<file path="src/logic/gisc_defines.svh">
`ifndef GISC_DEFINES_SVH
`define GISC_DEFINES_SVH

// ****************************************
// register byte offsets (apb, 32-bit words)
// ****************************************
`define GISC_OFS_CTRL   12'h000
`define GISC_OFS_PAUSE  12'h004
`define GISC_OFS_HCFG   12'h008
`define GISC_OFS_CBADDR 12'h00c
`define GISC_OFS_CODE   12'h010
`define GISC_OFS_I1LO   12'h014
`define GISC_OFS_I1HI   12'h018
`define GISC_OFS_I2LO   12'h01c
`define GISC_OFS_I2HI   12'h020
`define GISC_OFS_STAT   12'h024
`define GISC_OFS_HINTS  12'h0c0

// ****************************************
// reset values
// ****************************************
`define GISC_CTRL_RST   32'h0000_0000
`define GISC_PAUSE_RST  32'h0000_0000
`define GISC_HCFG_RST   32'h0000_0000
`define GISC_CBADDR_RST 32'h0000_0000
`define GISC_HINTS_RST  32'h0000_0000

// ****************************************
// control word bits (intercept enables, threshold support), then the lock bit of hcfg
// ****************************************
`define GISC_EN_INTR    0
`define GISC_EN_NMI     1
`define GISC_EN_SMI     2
`define GISC_EN_VINTR   3
`define GISC_EN_TASK    4
`define GISC_EN_FERR    5
`define GISC_EN_SHUT    6
`define GISC_EN_PAUSE   7
`define GISC_EN_THRSUP  8
`define GISC_HCFG_LOCK  0

// ****************************************
// pause configuration fields
// ****************************************
`define GISC_PCNT_LSB   0
`define GISC_PTHR_LSB   16

// ****************************************
// exit codes
// ****************************************
`define GISC_X_NONE     4'h0
`define GISC_X_INTR     4'h1
`define GISC_X_NMI      4'h2
`define GISC_X_SMI      4'h3
`define GISC_X_VINTR    4'h4
`define GISC_X_TASK     4'h5
`define GISC_X_FERR     4'h6
`define GISC_X_SHUT     4'h7
`define GISC_X_PAUSE    4'h8

// ****************************************
// exit information bit positions
// ****************************************
`define GISC_I1_SMI_EXT 0
`define GISC_I1_IO_LSB  32
`define GISC_I1_IO_VAL  32
`define GISC_I2_IRTN    36
`define GISC_I2_JMP     38
`define GISC_I2_HASERR  44
`define GISC_I2_RF      48

// ****************************************
// clean hint groups, bits 31:12 reserved
// ****************************************
`define GISC_HINT_W     12
`define GISC_H_INTCP    0
`define GISC_H_IOMAP    1
`define GISC_H_ASTAG    2
`define GISC_H_VPRIO    3
`define GISC_H_NPAGE    4
`define GISC_H_CTRLR    5
`define GISC_H_DEBUG    6
`define GISC_H_DTAB     7
`define GISC_H_SEG      8
`define GISC_H_FADDR    9
`define GISC_H_BRREC    10
`define GISC_H_VAPIC    11

`endif

</file>
<file path="src/logic/gisc_pkg.sv">
package gisc_pkg;

	// ****************************************
	// mode of the core as seen by this block
	// ****************************************
	typedef enum logic [1:0] {
		GISC_HOST  = 2'b01,
		GISC_GUEST = 2'b10
	} gisc_mode_type;

	// events offered by the core, same clock
	typedef struct packed {
		logic        ext_intr;
		logic        nmi;
		logic        smi_ext;
		logic        smi_io;
		logic        smi_in_io;
		logic [31:0] io_info;
		logic [31:0] io_rip;
		logic        vintr_accept;
		logic        ferr;
		logic        ign_nerr;
		logic        ne_mode;
		logic        shutdown;
		logic        pause;
	} gisc_evt_type;

	// a task switch that has passed its segment and gate checks
	typedef struct packed {
		logic        req;
		logic        irtn;
		logic        jmp;
		logic        has_err;
		logic        rf;
		logic [15:0] sel;
		logic [31:0] err;
	} gisc_task_type;

	typedef struct packed {
		logic        valid;
		logic [3:0]  code;
		logic [63:0] info1;
		logic [63:0] info2;
	} gisc_exit_type;

endpackage

</file>
<file path="src/logic/gisc_top.sv">
// Summary of operation
// RL1 - intercepted external interrupt exits, stays pending
// RL2 - exception intercepts never apply to interrupts
// RL3 - smi exit: info1 bit0 external one, trap zero
// RL4 - smi during io: io info, valid, rip
// RL5 - smi intercept ignored while lock set
// RL6 - virtual interrupt exit leaves interrupt untaken
// RL7 - task intercept checked after validation, before switch
// RL8 - task switch uses only its own bit
// RL9 - task exit: selector and error code saved
// RL10 - task exit: return, jump, error, resume flags
// RL11 - ferr freeze intercept under legacy error handling
// RL12 - intercepted shutdown becomes exit instead
// RL13 - entry loads pause count, decrement, exit zero
// RL14 - zero pause count exits every pause; in threshold mode a long-gap pause reloads the count and does not exit
// RL15 - threshold mode reloads on long gap
// RL16 - zero threshold falls back to count mode
// RL17 - gap equal to threshold counts as short
// RL18 - cache owner matched by block address only
// RL19 - clear hint forces memory, set only permits
// RL20 - no address match treats hints as zero
// RL21 - hint bits map to twelve groups, rest reserved
// RL22 - hypervisor clears hints it modifies or moves
// RL23 - uncached fields always load from memory
//
// The APB register port was decided locally.
`timescale 1ns/1ps
`include "gisc_defines.svh"

module gisc_top #(
	parameter int CNT_W       = 16,
	parameter int CACHE_DEPTH = 4
) (
	input  wire logic                     core_clk_i,
	input  wire logic                     sys_rst_i,
	input  wire logic                     psel_i,
	input  wire logic                     penable_i,
	input  wire logic                     pwrite_i,
	input  wire logic [11:0]              paddr_i,
	input  wire logic [31:0]              pwdata_i,
	output logic [31:0]                   prdata_o,
	output logic                          pready_o,
	output logic                          pslverr_o,
	input  wire logic                     entry_i,
	input  wire gisc_pkg::gisc_evt_type   evt_i,
	input  wire gisc_pkg::gisc_task_type  task_i,
	output gisc_pkg::gisc_exit_type       exit_o,
	output logic                          intr_hold_o,
	output logic                          smi_take_o,
	output logic                          shutdown_o,
	output logic                          task_go_o,
	output logic                          vintr_take_o,
	output logic                          freeze_o,
	output logic [`GISC_HINT_W-1:0]       load_cache_o,
	output logic                          load_strobe_o,
	output logic                          in_guest_o
);

	localparam int PTR_W = $clog2(CACHE_DEPTH);

	gisc_pkg::gisc_mode_type mode_q;
	gisc_pkg::gisc_mode_type mode_d;
	gisc_pkg::gisc_exit_type exit_q;
	gisc_pkg::gisc_exit_type exit_d;
	logic [31:0]             ctrl_q;
	logic [31:0]             pause_q;
	logic [31:0]             hcfg_q;
	logic [31:0]             cbaddr_q;
	logic [31:0]             hints_q;
	logic [31:0]             rdata_q;
	logic                    rdy_q;
	logic                    err_q;
	logic                    intr_hold_q;
	logic                    smi_take_q;
	logic                    shut_q;
	logic                    task_go_q;
	logic                    vintr_take_q;
	logic                    freeze_q;
	logic [`GISC_HINT_W-1:0] load_q;
	logic                    load_stb_q;
	logic [31:0]             run_addr_q;
	logic                    run_hit_q;
	logic [31:0]             tag_q [CACHE_DEPTH];
	logic [CACHE_DEPTH-1:0]  tval_q;
	logic [PTR_W-1:0]        ptr_q;
	logic [CACHE_DEPTH-1:0]  hit_vec;
	logic                    pf_trip;
	logic [CNT_W-1:0]        pf_cnt;
	logic [63:0]             smi_i1;
	logic [63:0]             smi_i2;
	logic [63:0]             ts_i2;

	// ****************************************
	// apb decode
	// ****************************************
	wire setup   = psel_i && !penable_i;
	wire wr_en   = psel_i && penable_i && pwrite_i && rdy_q;
	wire s_ctrl  = paddr_i == `GISC_OFS_CTRL;
	wire s_pause = paddr_i == `GISC_OFS_PAUSE;
	wire s_hcfg  = paddr_i == `GISC_OFS_HCFG;
	wire s_cba   = paddr_i == `GISC_OFS_CBADDR;
	wire s_code  = paddr_i == `GISC_OFS_CODE;
	wire s_i1lo  = paddr_i == `GISC_OFS_I1LO;
	wire s_i1hi  = paddr_i == `GISC_OFS_I1HI;
	wire s_i2lo  = paddr_i == `GISC_OFS_I2LO;
	wire s_i2hi  = paddr_i == `GISC_OFS_I2HI;
	wire s_stat  = paddr_i == `GISC_OFS_STAT;
	wire s_hints = paddr_i == `GISC_OFS_HINTS;
	wire mapped  = s_ctrl || s_pause || s_hcfg || s_cba || s_code || s_i1lo ||
		s_i1hi || s_i2lo || s_i2hi || s_stat || s_hints;
	wire in_guest = mode_q == gisc_pkg::GISC_GUEST;
	// status word: load groups, shutdown, held interrupt, guest mode
	wire [31:0] stat = {4'h0, load_q, 13'h0000, shut_q, intr_hold_q, in_guest};
	wire [31:0] rmux = s_ctrl ? ctrl_q :
		s_pause ? pause_q :
		s_hcfg  ? hcfg_q :
		s_cba   ? cbaddr_q :
		s_code  ? {28'h0000000, exit_q.code} :
		s_i1lo  ? exit_q.info1[31:0] :
		s_i1hi  ? exit_q.info1[63:32] :
		s_i2lo  ? exit_q.info2[31:0] :
		s_i2hi  ? exit_q.info2[63:32] :
		s_stat  ? stat :
		s_hints ? hints_q : 32'h0000_0000;

	// ****************************************
	// apb slave: answer registered in the setup cycle
	// ****************************************
	always_ff @(posedge core_clk_i) begin
		if (sys_rst_i) begin
			rdy_q   <= 1'b0;
			err_q   <= 1'b0;
			rdata_q <= 32'h0000_0000;
		end else begin
			rdy_q   <= setup;
			err_q   <= setup && !mapped;
			rdata_q <= (setup && !pwrite_i) ? rmux : 32'h0000_0000;
		end
	end

	// software registers; the core never writes the hints back
	always_ff @(posedge core_clk_i) begin
		if (sys_rst_i) begin
			ctrl_q   <= `GISC_CTRL_RST;
			pause_q  <= `GISC_PAUSE_RST;
			hcfg_q   <= `GISC_HCFG_RST;
			cbaddr_q <= `GISC_CBADDR_RST;
			hints_q  <= `GISC_HINTS_RST;
		end else if (wr_en) begin
			if (s_ctrl) ctrl_q <= pwdata_i;
			if (s_pause) pause_q <= pwdata_i;
			if (s_hcfg) hcfg_q <= pwdata_i;
			if (s_cba) cbaddr_q <= pwdata_i;
			if (s_hints) hints_q <= pwdata_i;
		end
	end

	// ****************************************
	// intercept qualification, guest mode only
	// ****************************************
	wire smi_any  = evt_i.smi_ext || evt_i.smi_io;
	wire smi_lock = hcfg_q[`GISC_HCFG_LOCK];
	wire ferr_frz = evt_i.ferr && !evt_i.ign_nerr && !evt_i.ne_mode;       // RL11
	wire h_shut   = in_guest && evt_i.shutdown && ctrl_q[`GISC_EN_SHUT];    // RL12
	wire h_smi    = in_guest && smi_any && ctrl_q[`GISC_EN_SMI] && !smi_lock; // RL5
	wire h_nmi    = in_guest && evt_i.nmi && ctrl_q[`GISC_EN_NMI];
	// interrupts look only at their own bit, whatever the vector
	wire h_intr   = in_guest && evt_i.ext_intr && ctrl_q[`GISC_EN_INTR];    // RL1 RL2
	wire h_ferr   = in_guest && ferr_frz && ctrl_q[`GISC_EN_FERR];          // RL11
	// task request arrives already validated; only one bit consulted
	wire h_task   = in_guest && task_i.req && ctrl_q[`GISC_EN_TASK];        // RL7 RL8
	wire h_vintr  = in_guest && evt_i.vintr_accept && ctrl_q[`GISC_EN_VINTR]; // RL6
	wire h_pause  = in_guest && pf_trip && ctrl_q[`GISC_EN_PAUSE];          // RL13 RL14

	// fixed priority, one exit per cycle
	wire [3:0] xcode = h_shut ? `GISC_X_SHUT :
		h_smi   ? `GISC_X_SMI :
		h_nmi   ? `GISC_X_NMI :
		h_intr  ? `GISC_X_INTR :
		h_ferr  ? `GISC_X_FERR :
		h_task  ? `GISC_X_TASK :
		h_vintr ? `GISC_X_VINTR :
		h_pause ? `GISC_X_PAUSE : `GISC_X_NONE;
	wire xany = xcode != `GISC_X_NONE;

	// ****************************************
	// exit information words
	// ****************************************
	always_comb begin
		smi_i1 = 64'h0;
		smi_i2 = 64'h0;
		smi_i1[`GISC_I1_SMI_EXT] = evt_i.smi_ext;                          // RL3
		if (evt_i.smi_in_io) begin
			smi_i1[`GISC_I1_IO_LSB +: 32] = evt_i.io_info;                  // RL4
			smi_i1[`GISC_I1_IO_VAL] = 1'b1;                                 // RL4
			smi_i2[31:0] = evt_i.io_rip;                                    // RL4
		end
	end

	always_comb begin
		ts_i2 = 64'h0;
		ts_i2[31:0] = task_i.has_err ? task_i.err : 32'h0000_0000;         // RL9
		ts_i2[`GISC_I2_IRTN] = task_i.irtn;                                // RL10
		ts_i2[`GISC_I2_JMP] = task_i.jmp;                                  // RL10
		ts_i2[`GISC_I2_HASERR] = task_i.has_err;                           // RL10
		ts_i2[`GISC_I2_RF] = task_i.rf;                                    // RL10
	end

	// shutdown leaves the saved information zero (content undefined)
	assign exit_d.valid = xany;
	assign exit_d.code  = xcode;
	assign exit_d.info1 = (xcode == `GISC_X_SMI) ? smi_i1 :
		(xcode == `GISC_X_TASK) ? {48'h0, task_i.sel} : 64'h0;             // RL9
	assign exit_d.info2 = (xcode == `GISC_X_SMI) ? smi_i2 :
		(xcode == `GISC_X_TASK) ? ts_i2 : 64'h0;

	// ****************************************
	// state cache lookup by control block address
	// ****************************************
	for (genvar i = 0; i < CACHE_DEPTH; i++) begin : g_cmp
		assign hit_vec[i] = tval_q[i] && (tag_q[i] == cbaddr_q);       // RL18
	end
	wire hit_any = |hit_vec;
	// a miss behaves as if every hint were clear
	wire [`GISC_HINT_W-1:0] eff_hint = hit_any ?
		hints_q[`GISC_HINT_W-1:0] : '0;                                // RL19 RL20 RL21
	// the uncached fields (flush command, shadow, status, injection,
	// flags, pointers, accumulator) have no bit here and always
	// come from memory
	wire [`GISC_HINT_W-1:0] load_d = eff_hint;                         // RL23

	// ****************************************
	// mode machine
	// ****************************************
	always_comb begin
		mode_d = mode_q;
		case (mode_q)
			gisc_pkg::GISC_HOST: begin
				if (entry_i) mode_d = gisc_pkg::GISC_GUEST;
			end
			gisc_pkg::GISC_GUEST: begin
				if (xany) mode_d = gisc_pkg::GISC_HOST;
			end
			default: mode_d = gisc_pkg::GISC_HOST;
		endcase
	end
	wire entering = (mode_q == gisc_pkg::GISC_HOST) && entry_i;

	always_ff @(posedge core_clk_i) begin
		if (sys_rst_i) begin
			mode_q     <= gisc_pkg::GISC_HOST;
			exit_q     <= '0;
			load_q     <= '0;
			load_stb_q <= 1'b0;
			run_addr_q <= 32'h0000_0000;
			run_hit_q  <= 1'b0;
		end else begin
			mode_q     <= mode_d;
			exit_q     <= exit_d;
			load_stb_q <= entering;
			if (entering) begin
				load_q     <= load_d;
				run_addr_q <= cbaddr_q;
				run_hit_q  <= hit_any;
			end
		end
	end

	// ****************************************
	// cache fill on exit, round robin; depth must be a power of two
	// ****************************************
	wire fill = in_guest && xany && !run_hit_q;
	always_ff @(posedge core_clk_i) begin
		if (sys_rst_i) begin
			tval_q <= '0;
			ptr_q  <= '0;
		end else if (fill) begin
			tval_q[ptr_q] <= 1'b1;
			ptr_q         <= ptr_q + 1'b1;
		end
	end

	// tag storage carries no reset: valid bits guard it
	always_ff @(posedge core_clk_i) begin
		if (fill) tag_q[ptr_q] <= run_addr_q;
	end

	// ****************************************
	// side effects towards the core
	// ****************************************
	always_ff @(posedge core_clk_i) begin
		if (sys_rst_i) begin
			intr_hold_q  <= 1'b0;
			smi_take_q   <= 1'b0;
			shut_q       <= 1'b0;
			task_go_q    <= 1'b0;
			vintr_take_q <= 1'b0;
			freeze_q     <= 1'b0;
		end else begin
			// set beats the release by the interrupt going away
			intr_hold_q  <= (xcode == `GISC_X_INTR) ||
				(intr_hold_q && evt_i.ext_intr);                        // RL1
			smi_take_q   <= smi_any && !h_smi;                           // RL5
			shut_q       <= shut_q || (evt_i.shutdown && !h_shut);       // RL12
			task_go_q    <= task_i.req && !h_task;                       // RL7
			vintr_take_q <= evt_i.vintr_accept && !h_vintr;              // RL6
			freeze_q     <= ferr_frz && !h_ferr;
		end
	end

	// ****************************************
	// pause filter
	// ****************************************
	gisc_pause_filter #(
		.CNT_W(CNT_W)
	) u_pf (
		.core_clk_i(core_clk_i),
		.sys_rst_i (sys_rst_i),
		.load_i    (entering),
		.pause_i   (in_guest && evt_i.pause),
		.count_i   (pause_q[`GISC_PCNT_LSB +: CNT_W]),
		.thr_i     (pause_q[`GISC_PTHR_LSB +: CNT_W]),
		.thr_sup_i (ctrl_q[`GISC_EN_THRSUP]),
		.trip_o    (pf_trip),
		.cnt_o     (pf_cnt)
	);

	// ****************************************
	// outputs
	// ****************************************
	assign prdata_o      = rdata_q;
	assign pready_o      = rdy_q;
	assign pslverr_o     = err_q;
	assign exit_o        = exit_q;
	assign intr_hold_o   = intr_hold_q;
	assign smi_take_o    = smi_take_q;
	assign shutdown_o    = shut_q;
	assign task_go_o     = task_go_q;
	assign vintr_take_o  = vintr_take_q;
	assign freeze_o      = freeze_q;
	assign load_cache_o  = load_q;
	assign load_strobe_o = load_stb_q;
	assign in_guest_o    = mode_q[1]; // guest bit of the one-hot state flop
endmodule // gisc_top

</file>
<file path="src/logic/gisc_pause_filter.sv">
`timescale 1ns/1ps
`include "gisc_defines.svh"

module gisc_pause_filter #(
	parameter int CNT_W = 16
) (
	input  wire logic             core_clk_i,
	input  wire logic             sys_rst_i,
	input  wire logic             load_i,
	input  wire logic             pause_i,
	input  wire logic [CNT_W-1:0] count_i,
	input  wire logic [CNT_W-1:0] thr_i,
	input  wire logic             thr_sup_i,
	output logic                  trip_o,
	output logic [CNT_W-1:0]      cnt_o
);

	logic [CNT_W-1:0] cnt_q;
	logic [CNT_W-1:0] cnt_d;
	logic [CNT_W:0]   gap_q;
	logic [CNT_W:0]   gap_d;

	// ****************************************
	// mode and decision
	// ****************************************
	wire thr_mode = thr_sup_i && (thr_i != '0);         // RL16
	wire long_gap = gap_q > {1'b0, thr_i};              // RL15 RL17
	wire reload   = pause_i && thr_mode && long_gap;    // RL15
	wire is_zero  = cnt_q == '0;
	wire is_one   = cnt_q == {{(CNT_W-1){1'b0}}, 1'b1};
	// threshold mode trips only when the count would go below zero
	assign trip_o = pause_i && !reload &&
		(thr_mode ? is_zero : (is_zero || is_one));      // RL13 RL14 RL15
	assign cnt_o  = cnt_q;

	// counter saturates at zero so later pauses keep tripping
	assign cnt_d = (load_i || reload) ? count_i :
		(pause_i && !is_zero) ? cnt_q - 1'b1 : cnt_q;     // RL13 RL15
	// elapsed cycles since last pause, saturating
	assign gap_d = (load_i || pause_i) ? '0 :
		(&gap_q) ? gap_q : gap_q + 1'b1;

	// ****************************************
	// state
	// ****************************************
	always_ff @(posedge core_clk_i) begin
		if (sys_rst_i) begin
			cnt_q <= '0;
			gap_q <= '0;
		end else begin
			cnt_q <= cnt_d;
			gap_q <= gap_d;
		end
	end

endmodule // gisc_pause_filter

</file>
<file path="config.mk">
export PLATFORM = sky130hd
export DESIGN_NAME = gisc_top
export DESIGN_NICKNAME = d
export VERILOG_FILES = /design/src/logic/gisc_pkg.sv /design/src/logic/gisc_top.sv /design/src/logic/gisc_pause_filter.sv
export VERILOG_INCLUDE_DIRS = /design/src /design/src/logic
export SDC_FILE = /design/constraint.sdc
export NUM_CORES = 1
export LEC_CHECK = 0
export BUFFER_PORTS_ARGS = -buffer_cell sky130_fd_sc_hd__buf_4
export CAP_MARGIN = 20
export CORE_ASPECT_RATIO = 1.2
export CORE_UTILIZATION = 30
export DETAILED_ROUTE_END_ITERATION = 16
export GPL_ROUTABILITY_DRIVEN = 0
export GPL_TIMING_DRIVEN = 0
export SYNTH_ARGS = -nofsm -noshare
export SYNTH_HDL_FRONTEND = slang
export SYNTH_SLANG_ARGS = --single-unit
export TNS_END_PERCENT = 5
</file>
<file path="constraint.sdc">
create_clock -name core_clk_i -period 4.65 [get_ports core_clk_i]
set_input_delay 0.465 -clock core_clk_i [delete_from_list [all_inputs] [get_ports core_clk_i]]
set_output_delay 0.465 -clock core_clk_i [all_outputs]
set_load 0.02 [all_outputs]
</file>
==> results of run 1 <==
how the worst max path moves through the flow:
| stage | cells after the start | end | startpoint |
|---|---|---|---|
| after floorplan | 5 | tag_q[0][0] | u_pf.cnt_o[4] |
| after global placement | 6 | tag_q[3][16] | pause_q[23] |
| after global routing | 6 | tag_q[2][16] | u_pf.cnt_o[8] |
| final | 8 | prdata_o[2] | paddr_i[11] |
| after CTS | 8 | tag_q[2][9] | pause_q[23] |
| after detailed placement | 8 | prdata_o[2] | paddr_i[11] |
registers in the layout (all words and copies together) (netlist names), 2 cells and up:
| name | cells |
|---|---|
| mode_q | 2 |
| ptr_q | 2 |
| ctrl_q | 32 |
| u_pf.cnt_o | 16 |
| load_cache_o | 12 |
| pause_q | 32 |
| hints_q | 32 |
| hcfg_q | 32 |
| prdata_o | 32 |
| tval_q | 4 |
| cbaddr_q | 32 |
| run_addr_q | 32 |
| exit_o | 89 |
| tag_q | 128 |
| u_pf.gap_q | 17 |
kinds of logic (layout without fill, tap and decap cells):
family | after synthesis | in the layout | synth area share
mux | 24 | 24 | 0.0123
compound gates | 489 | 489 | 0.151
buf+inv | 235 | 659 | 0.0526
fa+ha+maj | 24 | 24 | 0.0142
other cells | 1 | 48 | 0.000178
simple gates | 754 | 754 | 0.165
flops | 504 | 504 | 0.539
xor+xnor | 157 | 157 | 0.0652
stage by stage:
step | util | TNS, ps | cells | area [sq um] | setup slack (ps)
floorplan | - | 0 | 2231 | 21300 | 684
global placement | 0.356 | -201400 | 3466 | 24800 | -1590
detailed placement | 0.359 | 0 | 3474 | 25000 | 853
CTS | 0.385 | 0 | 3571 | 26800 | 1230
global route | 0.385 | 0 | 3574 | 26800 | 962
finish | 0.385 | 0 | 3577 | 26800 | 1140
power groups by stage:
stage	logic [mW]	registers (mW)	clock network, mW
after detailed placement	0.475	4.60	0
after floorplan	0.218	4.60	0
after CTS	0.477	4.51	4.52
final	0.485	4.51	4.46
after global placement	0.471	4.60	0
after global routing	0.507	4.51	4.68
worst max-delay path: cells and delay by family:
| kind | cells | cell delay [ps] |
|---|---|---|
| buffers and inverters | 3 | 1240 |
| and+or+nand+nor | 4 | 1910 |
| AOI/OAI and AO/OA | 1 | 390 |
cell usage in the layout (no fill, tap or decap), drive strengths merged, types with 16 or more instances in the layout:
master and count:
nor2 75, nand2 436, and3 40, a22o 58, clkbuf 215, o21ai 29, nand2b 16, and2 23
nand3 32, a22oi 40, dfxtp 376, edfxtp 128, nand4 17, nor4 38, ha 24, conb 44
a21oi 239, buf 386, clkinv 17, inv 29, nor3 28, xor2 146
layout make-up:
type	instances	area [sq um]	area share
antenna	4	10.0	0.000373
timing repair buffer	327	2530	0.0942
inverter	28	105	0.00392
multi-input combinational	1492	8850	0.330
clock inverter	29	363	0.0135
clock buffer	68	1430	0.0535
sequential	504	11400	0.424
buffer	207	1000	0.0375
tap	918	1150	0.0428
routing by layer:
layer / wire length [microns] / vias up / track usage
met1: 32700 / 8730 / 0.271
met4: 5660 / 6 / 0.140
met5: 45 / - / 0
met2: 41200 / 853 / 0.386
li1: - / 8458 / -
met3: 6150 / 212 / 0.0465
==> impl_metrics.csv, run 1 <==
group,metric,value,unit
global_route,grt_use_total,0.231,
clocking,clk_latency,630,ps
floorplan,ios,365,
setup_path,cp-start-kind,"input pin",
clocking,clk_path_buf_depth,3,
route,wl_per_cell,24.0,microns
pwr,swShare,0.232,
pwr,p_per_area,353,mW/mm^2
clocking,h-tree-depth,2,
setup_path,r2r_setup_slack,1240,ps
timing,fmax,285,MHz
clocking,cts.sink_count,504,
floorplan,core_area,0.0696,sq mm
setup_path,r2r_start,"pause_q[23]",
pwr,p_switching,2.19,mW
timing,rsz0062_at_grt,"no",
placement,hpwlAfterDp,67600,microns
setup_path,worstSetupPathType,"input pin to register",
setup_path,r2r-end,"tag_q[2][16]",
floorplan,fp.dieW,244,microns
pwr,power.internal,7.26,mW
global_route,grt_max_degree,23,
clocking,cts_tree,"yes",
synth,avgSynthCellArea,9.64,sq um
pwr,p_leak,10.5,nW
setup_path,critPathMaxFanout,10,
route,drt-total-wl,85800,microns
worst_hold_path,min_from,"task_i[9]",
clocking,post_cts_buffers,0,
route,antenna_left,0,
setup_path,arrival,4010,ps
pwr,clock_power_share,0.472,
synth,synth_area_leader_cell,"dfxtp_1",
timing,slew_headroom,0.177,
synth,ys_ff_latch,504,
clocking,root_buffer,"clkbuf_16",
pwr,p_comb_frac,0.051,
pwr,irDropWorstVdd,0.000254,V
timing,hold_viol,0,
placement,port_buffers,317,
flow_run,drv_cap,0,
clocking,cts_buffers,53,
floorplan,rows,106,
clocking,ctsHoldBuffers,0,
floorplan,initial_core_util,0.303,
setup_path,slowest_delay,900,ps
synth,yosysMostFrequentCell,"nand2_1",
clocking,clk_pin_slew,60,ps
synth,ys_top_cells_by_area,"dfxtp_1 (36%), edfxtp_1 (18%), nand2_1 (7.8%)",
setup_path,rr_worst_depth,8,
timing,worst_slew_pin_slew,1230,ps
timing,holdWs,43.8,ps
route,drt_iter0_drc,1773,
floorplan,dieHeight,293,microns
final_layout,drive_above_1_share,0.192,
synth,yosysWarnings,0,
setup_path,required,5140,ps
global_route,grt_pass1_vias,17000,
synth,syn_area,0.0211,sq mm
synth,synth_top_cell_area_share,0.357,
clocking,cts_resized,0,
pwr,finalPower,9.45,mW
route,first_pass_iters,6,
timing,slew_viol_final,0,
run_status,status,"completed",
setup_path,cp_slowest_cell,"nor4_2",
synth,synth.distinct_cells,76,
global_route,grt_pass1_wl,119000,microns
worst_hold_path,hp-class,"input pin to register",
synth,postSynthCellCount,2188,
route,dr_total_vias,18300,
setup_path,end_kind,"register",
pwr,seqPwrFrac,0.477,
final_layout,fin_nets,2815,
timing,setup_violations,0,
route,via_per_inst,5.10,
synth,ys.flop_type,"dfxtp_1",
timing,skew,28.3,ps
synth,seq_area_frac_synth,0.539,
timing,min_period,3510,ps
worst_hold_path,holdPathEnd,"exit_o[9]",
floorplan,die-area,0.0714,sq mm
synth,synthTopCellsByCount,"nand2_1 (436), dfxtp_1 (376), a21oi_1 (239)",
setup_path,crit_path_cell_trace,"buf_4, nor4_2, nand4b_1, clkbuf_1, nor4_2, clkbuf_1, nand2_1, a31oi_1",
timing,min_period_over_period,0.756,
final_layout,area_growth,27.1,%
global_route,grt-ovfl-total,0,
final_layout,nFillCells,7077,
synth,async_flop_share,0,
global_route,antenna_found_initial,5,
worst_hold_path,hold_path_depth,2,
synth,synth_edf_count,128,
route,drc,0,
(Power assumes the default switching activity.)
==> run 2: changes to the inputs <==
==> constraint.sdc (replaced) <==
create_clock -name core_clk_i -period 3.35 [get_ports core_clk_i]
set_input_delay 0.335 -clock core_clk_i [delete_from_list [all_inputs] [get_ports core_clk_i]]
set_output_delay 0.335 -clock core_clk_i [all_outputs]
set_load 0.02 [all_outputs]
==> impl_metrics.csv, run 2 (synthesis gave the netlist of run 1 again) <==
group,metric,value,unit
run_status,status,"completed",
clocking,cts_buffers,53,
global_route,met1_usage,0.277,
timing,rsz0062_at_grt,"no",
worst_hold_path,hold_path_depth,3,
clocking,root_buffer,"clkbuf_16",
timing,hold_viol,0,
timing,slew_viol_final,0,
clocking,clk_latency,660,ps
global_route,grt-busiest-layer,"met2",
final_layout,final_cell_mix,"nand2_1 (436), dfxtp_1 (375), buf_4 (364)",
timing,skew,48.2,ps
route,dr_total_vias,19100,
placement,dp_slack,-333,ps
route,first_pass_iters,6,
timing,holdWs,82.3,ps
final_layout,insertedDiodeCount,0,
floorplan,ios,365,
timing,setup_ws,112,ps
final_layout,drive_above_1_share,0.179,
clocking,cts.sink_count,504,
route,via_per_inst,5.13,
final_layout,multi_input_area,0.00887,sq mm
final_layout,final_common_cell,"nand2_1",
global_route,grt-ovfl-total,0,
route,drt_iter0_drc,1667,
final_layout,nFillCells,6848,
timing,worst_slew_pin_slew,1370,ps
final_layout,area_growth,34.1,%
final_layout,fin_nets,2969,
global_route,grt_pass1_wl,124000,microns
final_layout,post-route-util,0.406,
setup_path,cp_slowest_cell,"nor4_2",
global_route,grt_max_degree,24,
clocking,clk_pin_slew,60,ps
timing,min_period,3240,ps
floorplan,core_area,0.0696,sq mm
timing,slew_headroom,0.0859,
floorplan,rows,106,
setup_path,required,3850,ps
global_route,antenna_found_initial,2,
global_route,grt_use_total,0.238,
placement,hpwlAfterDp,67700,microns
clocking,cts_tree,"yes",
worst_hold_path,hp-class,"input pin to register",
timing,setup_violations,0,
flow_run,drv_cap,0,
pwr,p_per_area,462,mW/mm^2
route,drt-total-wl,88000,microns
global_route,gr-usage-met2,0.402,
setup_path,critPathMaxFanout,10,
setup_path,crit_path_cell_trace,"buf_4, nor4_2, nand4b_1, clkbuf_1, nor4_2, clkbuf_1, nand2_1, a31oi_1",
setup_path,r2r_start,"u_pf.cnt_o[4]",
setup_path,worstSetupPathType,"input pin to register",
global_route,use_met3,0.0429,
floorplan,fp.dieW,244,microns
final_layout,largest_reg_flops,128,
floorplan,die-area,0.0714,sq mm
setup_path,slowest_delay,890,ps
setup_path,end_kind,"register",
pwr,irDropWorstVdd,0.000427,V
global_route,grt_pass1_vias,18300,
worst_hold_path,min_from,"psel_i",
setup_path,rr_worst_depth,6,
timing,min_period_over_period,0.967,
route,drc,0,
setup_path,cp-start-kind,"input pin",
final_layout,regArea,0.0114,sq mm
placement,port_buffers,317,
final_layout,regMostFlops,"tag_q",
setup_path,arrival,3740,ps
clocking,clk_path_buf_depth,3,
route,wl_per_cell,23.6,microns
placement,dpl_cell_area,0.0250,sq mm
route,antenna_left,0,
pwr,p_leak,11.1,nW
floorplan,initial_core_util,0.303,
setup_path,startpoint,"paddr_i[11]",
timing,fmax,309,MHz
final_layout,final_cell_area,0.0283,sq mm
clocking,h-tree-depth,2,
floorplan,dieHeight,293,microns
[run 2: cell count changes in the layout (fill, tap and decap cells not counted), moves of 3 or more]
cell           change
bufinv_16          -3
clkinv_2           -8
dlygate4sd3_1    +154
diode_2            -4
clkinv_1           +5
clkbuf_8           +4
[run 2: metrics by stage]
step	std cells	TNS, ps	power [mW]
after detailed placement	3473	-2720	7.05
after global routing	3724	0	13.4
after floorplan	2231	-60490	6.69
after global placement	3466	-326050	7.05
final	3724	0	13.1
after CTS	3723	0	13.1
[run 2: per-layer routing]
layer / vias to the layer above / routed length [microns]
li1: 8736 / -
met4: 4 / 6100
met5: - / 26
met3: 248 / 6150
met2: 941 / 42400
met1: 9189 / 33300
[run 2: final cells by class]
class | count | area share
Sequential cell | 504 | 0.402
Multi-Input combinational cell | 1492 | 0.313
Timing Repair Buffer | 481 | 0.144
Clock buffer | 73 | 0.0520
Tap cell | 918 | 0.0406
Buffer | 207 | 0.0355
Clock inverter | 21 | 0.00920
Inverter | 28 | 0.00371
[run 2: repair_timing]
item | 4_1_cts | 5_1_grt
gates resized for setup | 0 | 4
setup buffers | 2 | 1
setup endpoints to repair | 16 | 69
gates cloned | 0 | 0
hold endpoints to repair | 190 | 0
hold buffers | 154 | 0
pin swaps | 1 | 2
[run 2: final timing paths]
| path | slack [ps] | end |
|---|---|---|
| hold reg to reg | 450 | hcfg_q[27] |
| setup reg to reg | 170 | tag_q[1][28] |
| hold / removal | 80 | pready_o |
| setup / recovery | 110 | prdata_o[1] |
[run 2: worst max-delay path: cells and delay by family]
kind | cells | cell delay, ps
buffers and inverters | 3 | 1090
AOI/OAI and AO/OA | 1 | 350
and+or+nand+nor | 4 | 1950
[run 2: power breakdown]
group          internal [mW]  total (mW)  switching, mW  leakage (nW)
clock network           3.39        5.98           2.60         0.836
logic                  0.378       0.823          0.445          6.02
registers               6.23        6.26         0.0295          4.29
total                   9.99        13.1           3.07          11.1
==> run 3: changes to the inputs <==
--- a/config.mk
+++ b/config.mk
@@ -10,6 +10,7 @@
 export CAP_MARGIN = 20
 export CORE_ASPECT_RATIO = 1.2
 export CORE_UTILIZATION = 30
+export CTS_BUF_LIST = sky130_fd_sc_hd__clkbuf_4 sky130_fd_sc_hd__clkbuf_8 sky130_fd_sc_hd__clkbuf_16
 export DETAILED_ROUTE_END_ITERATION = 16
 export GPL_ROUTABILITY_DRIVEN = 0
 export GPL_TIMING_DRIVEN = 0
==> impl_metrics.csv, run 3 (synthesis gave the netlist of run 1 again) <==
group,metric,value,unit
pwr,p_leak,11.2,nW
route,antenna_left,0,
setup_path,r2r_start,"pause_q[31]",
timing,slew_headroom,0.139,
worst_hold_path,hold_path_depth,3,
timing,setup_ws,139,ps
final_layout,drive_above_1_share,0.184,
pwr,p_comb_frac,0.062,
worst_hold_path,holdPathEnd,"pready_o",
floorplan,fp.dieW,244,microns
route,first_pass_iters,8,
pwr,p_per_area,464,mW/mm^2
pwr,swShare,0.233,
global_route,antenna_found_initial,2,
setup_path,critPathMaxFanout,10,
pwr,p_switching,3.07,mW
clocking,clk_latency,660,ps
timing,skew,45.4,ps
clocking,cts_tree,"yes",
timing,hold_viol,0,
placement,hpwlAfterDp,67700,microns
setup_path,r2r_setup_slack,150,ps
global_route,grt_use_total,0.238,
setup_path,arrival,3710,ps
clocking,clk_path_buf_depth,3,
final_layout,fin_nets,2969,
setup_path,rr_worst_depth,9,
floorplan,rows,106,
setup_path,end_kind,"register",
timing,slew_viol_final,0,
timing,fmax,311,MHz
final_layout,final_common_cell,"nand2_1",
global_route,grt_pass1_wl,124000,microns
clocking,cts_buffers,53,
final_layout,area_growth,34.4,%
global_route,grt_pass1_vias,18300,
pwr,irDropWorstVdd,0.000430,V
final_layout,final_cell_mix,"nand2_1 (436), dfxtp_1 (375), buf_4 (364)",
route,dr_total_vias,19100,
floorplan,initial_core_util,0.303,
global_route,grt_max_degree,24,
floorplan,dieHeight,293,microns
final_layout,regMostFlops,"tag_q",
timing,rsz0062_at_grt,"no",
run_status,status,"completed",
route,drc,0,
worst_hold_path,min_from,"psel_i",
clocking,root_buffer,"clkbuf_16",
final_layout,largest_reg_flops,128,
route,wl_per_cell,23.6,microns
pwr,power.internal,10.1,mW
setup_path,r2r-end,"tag_q[0][19]",
clocking,clk_pin_slew,60,ps
floorplan,die-area,0.0714,sq mm
floorplan,ios,365,
global_route,grt-ovfl-total,0,
setup_path,required,3850,ps
worst_hold_path,hp-class,"input pin to register",
timing,min_period_over_period,0.959,
route,via_per_inst,5.12,
clocking,h-tree-depth,2,
timing,worst_slew_pin_slew,1290,ps
floorplan,core_area,0.0696,sq mm
placement,dp_slack,-333,ps
setup_path,cp-start-kind,"input pin",
route,drt_iter0_drc,1718,
timing,holdWs,69.1,ps
route,drt-total-wl,87900,microns
final_layout,nFillCells,6846,
pwr,seqPwrFrac,0.475,
placement,port_buffers,317,
flow_run,drv_cap,0,
pwr,clock_power_share,0.462,
timing,min_period,3210,ps
clocking,cts.sink_count,504,
setup_path,worstSetupPathType,"input pin to register",
timing,setup_violations,0,
[run 3: changes by cell type in the layout (fill, tap and decap cells not counted), sizes merged]
cell | previous run | this run
diode | 0 | 3
[run 3: per-layer routing]
layer  global-route usage  routed length (microns)
met1                0.277                    33600
met2                0.403                    42500
met3               0.0420                     5870
met4                0.150                     5900
met5                    0                       12
[run 3: power by group through the flow]
stage                     sequential, mW  combinational, mW  clock, mW
after floorplan                     6.39              0.303          0
after global placement              6.39              0.654          0
after detailed placement            6.39              0.656          0
after CTS                           6.26              0.803       6.15
after global routing                6.26              0.861       6.39
final                               6.26              0.822       6.09
[run 3: through the flow]
step	area [sq um]	std cells	TNS, ps	power (mW)	utilization
3_3_place_gp	24800	3466	-326050	7.05	0.356
5_1_grt	28300	3724	0	13.5	0.407
4_1_cts	28300	3723	0	13.2	0.407
3_5_place_dp	25000	3473	-2720	7.05	0.359
6_report	28400	3727	0	13.2	0.407
2_1_floorplan	21300	2231	-60490	6.69	-
[run 3: area by class of cell]
cell class                      instances  area (sq um)  share of cell area
Inverter                               28           105             0.00371
Multi-Input combinational cell       1492          8870               0.313
Clock inverter                         21           260             0.00918
Tap cell                              918          1150              0.0405
Antenna cell                            3          7.51            0.000265
Timing Repair Buffer                  481          4070               0.143
Buffer                                207          1000              0.0354
Sequential cell                       504         11400               0.401
Clock buffer                           73          1520              0.0536
[run 3: worst max path at each step]
stage                               to  depth (start not counted)          start
after floorplan            tag_q[1][0]                          5  u_pf.cnt_o[4]
after global placement    tag_q[3][24]                          6    pause_q[23]
after detailed placement   prdata_o[1]                          8    paddr_i[11]
after CTS                    exit_o[5]                          9      mode_q[1]
after global routing      tag_q[0][23]                          9    pause_q[31]
final                      prdata_o[1]                          8    paddr_i[11]
[run 3: repair_timing]
action / 4_1_cts / 5_1_grt
hold buffers: 154 / 0
endpoints found under the hold margin: 190 / 0
setup buffers: 2 / 1
pin swaps: 1 / 2
resized for setup: 0 / 4
setup endpoints to repair: 16 / 69
[run 3: critical path, stage by stage]
cell      delay [ps]
buf_4            110
nor4_2           700
nand4b_1         220
clkbuf_1         290
nor4_2           870
clkbuf_1         680
nand2_1          120
a31oi_1          360
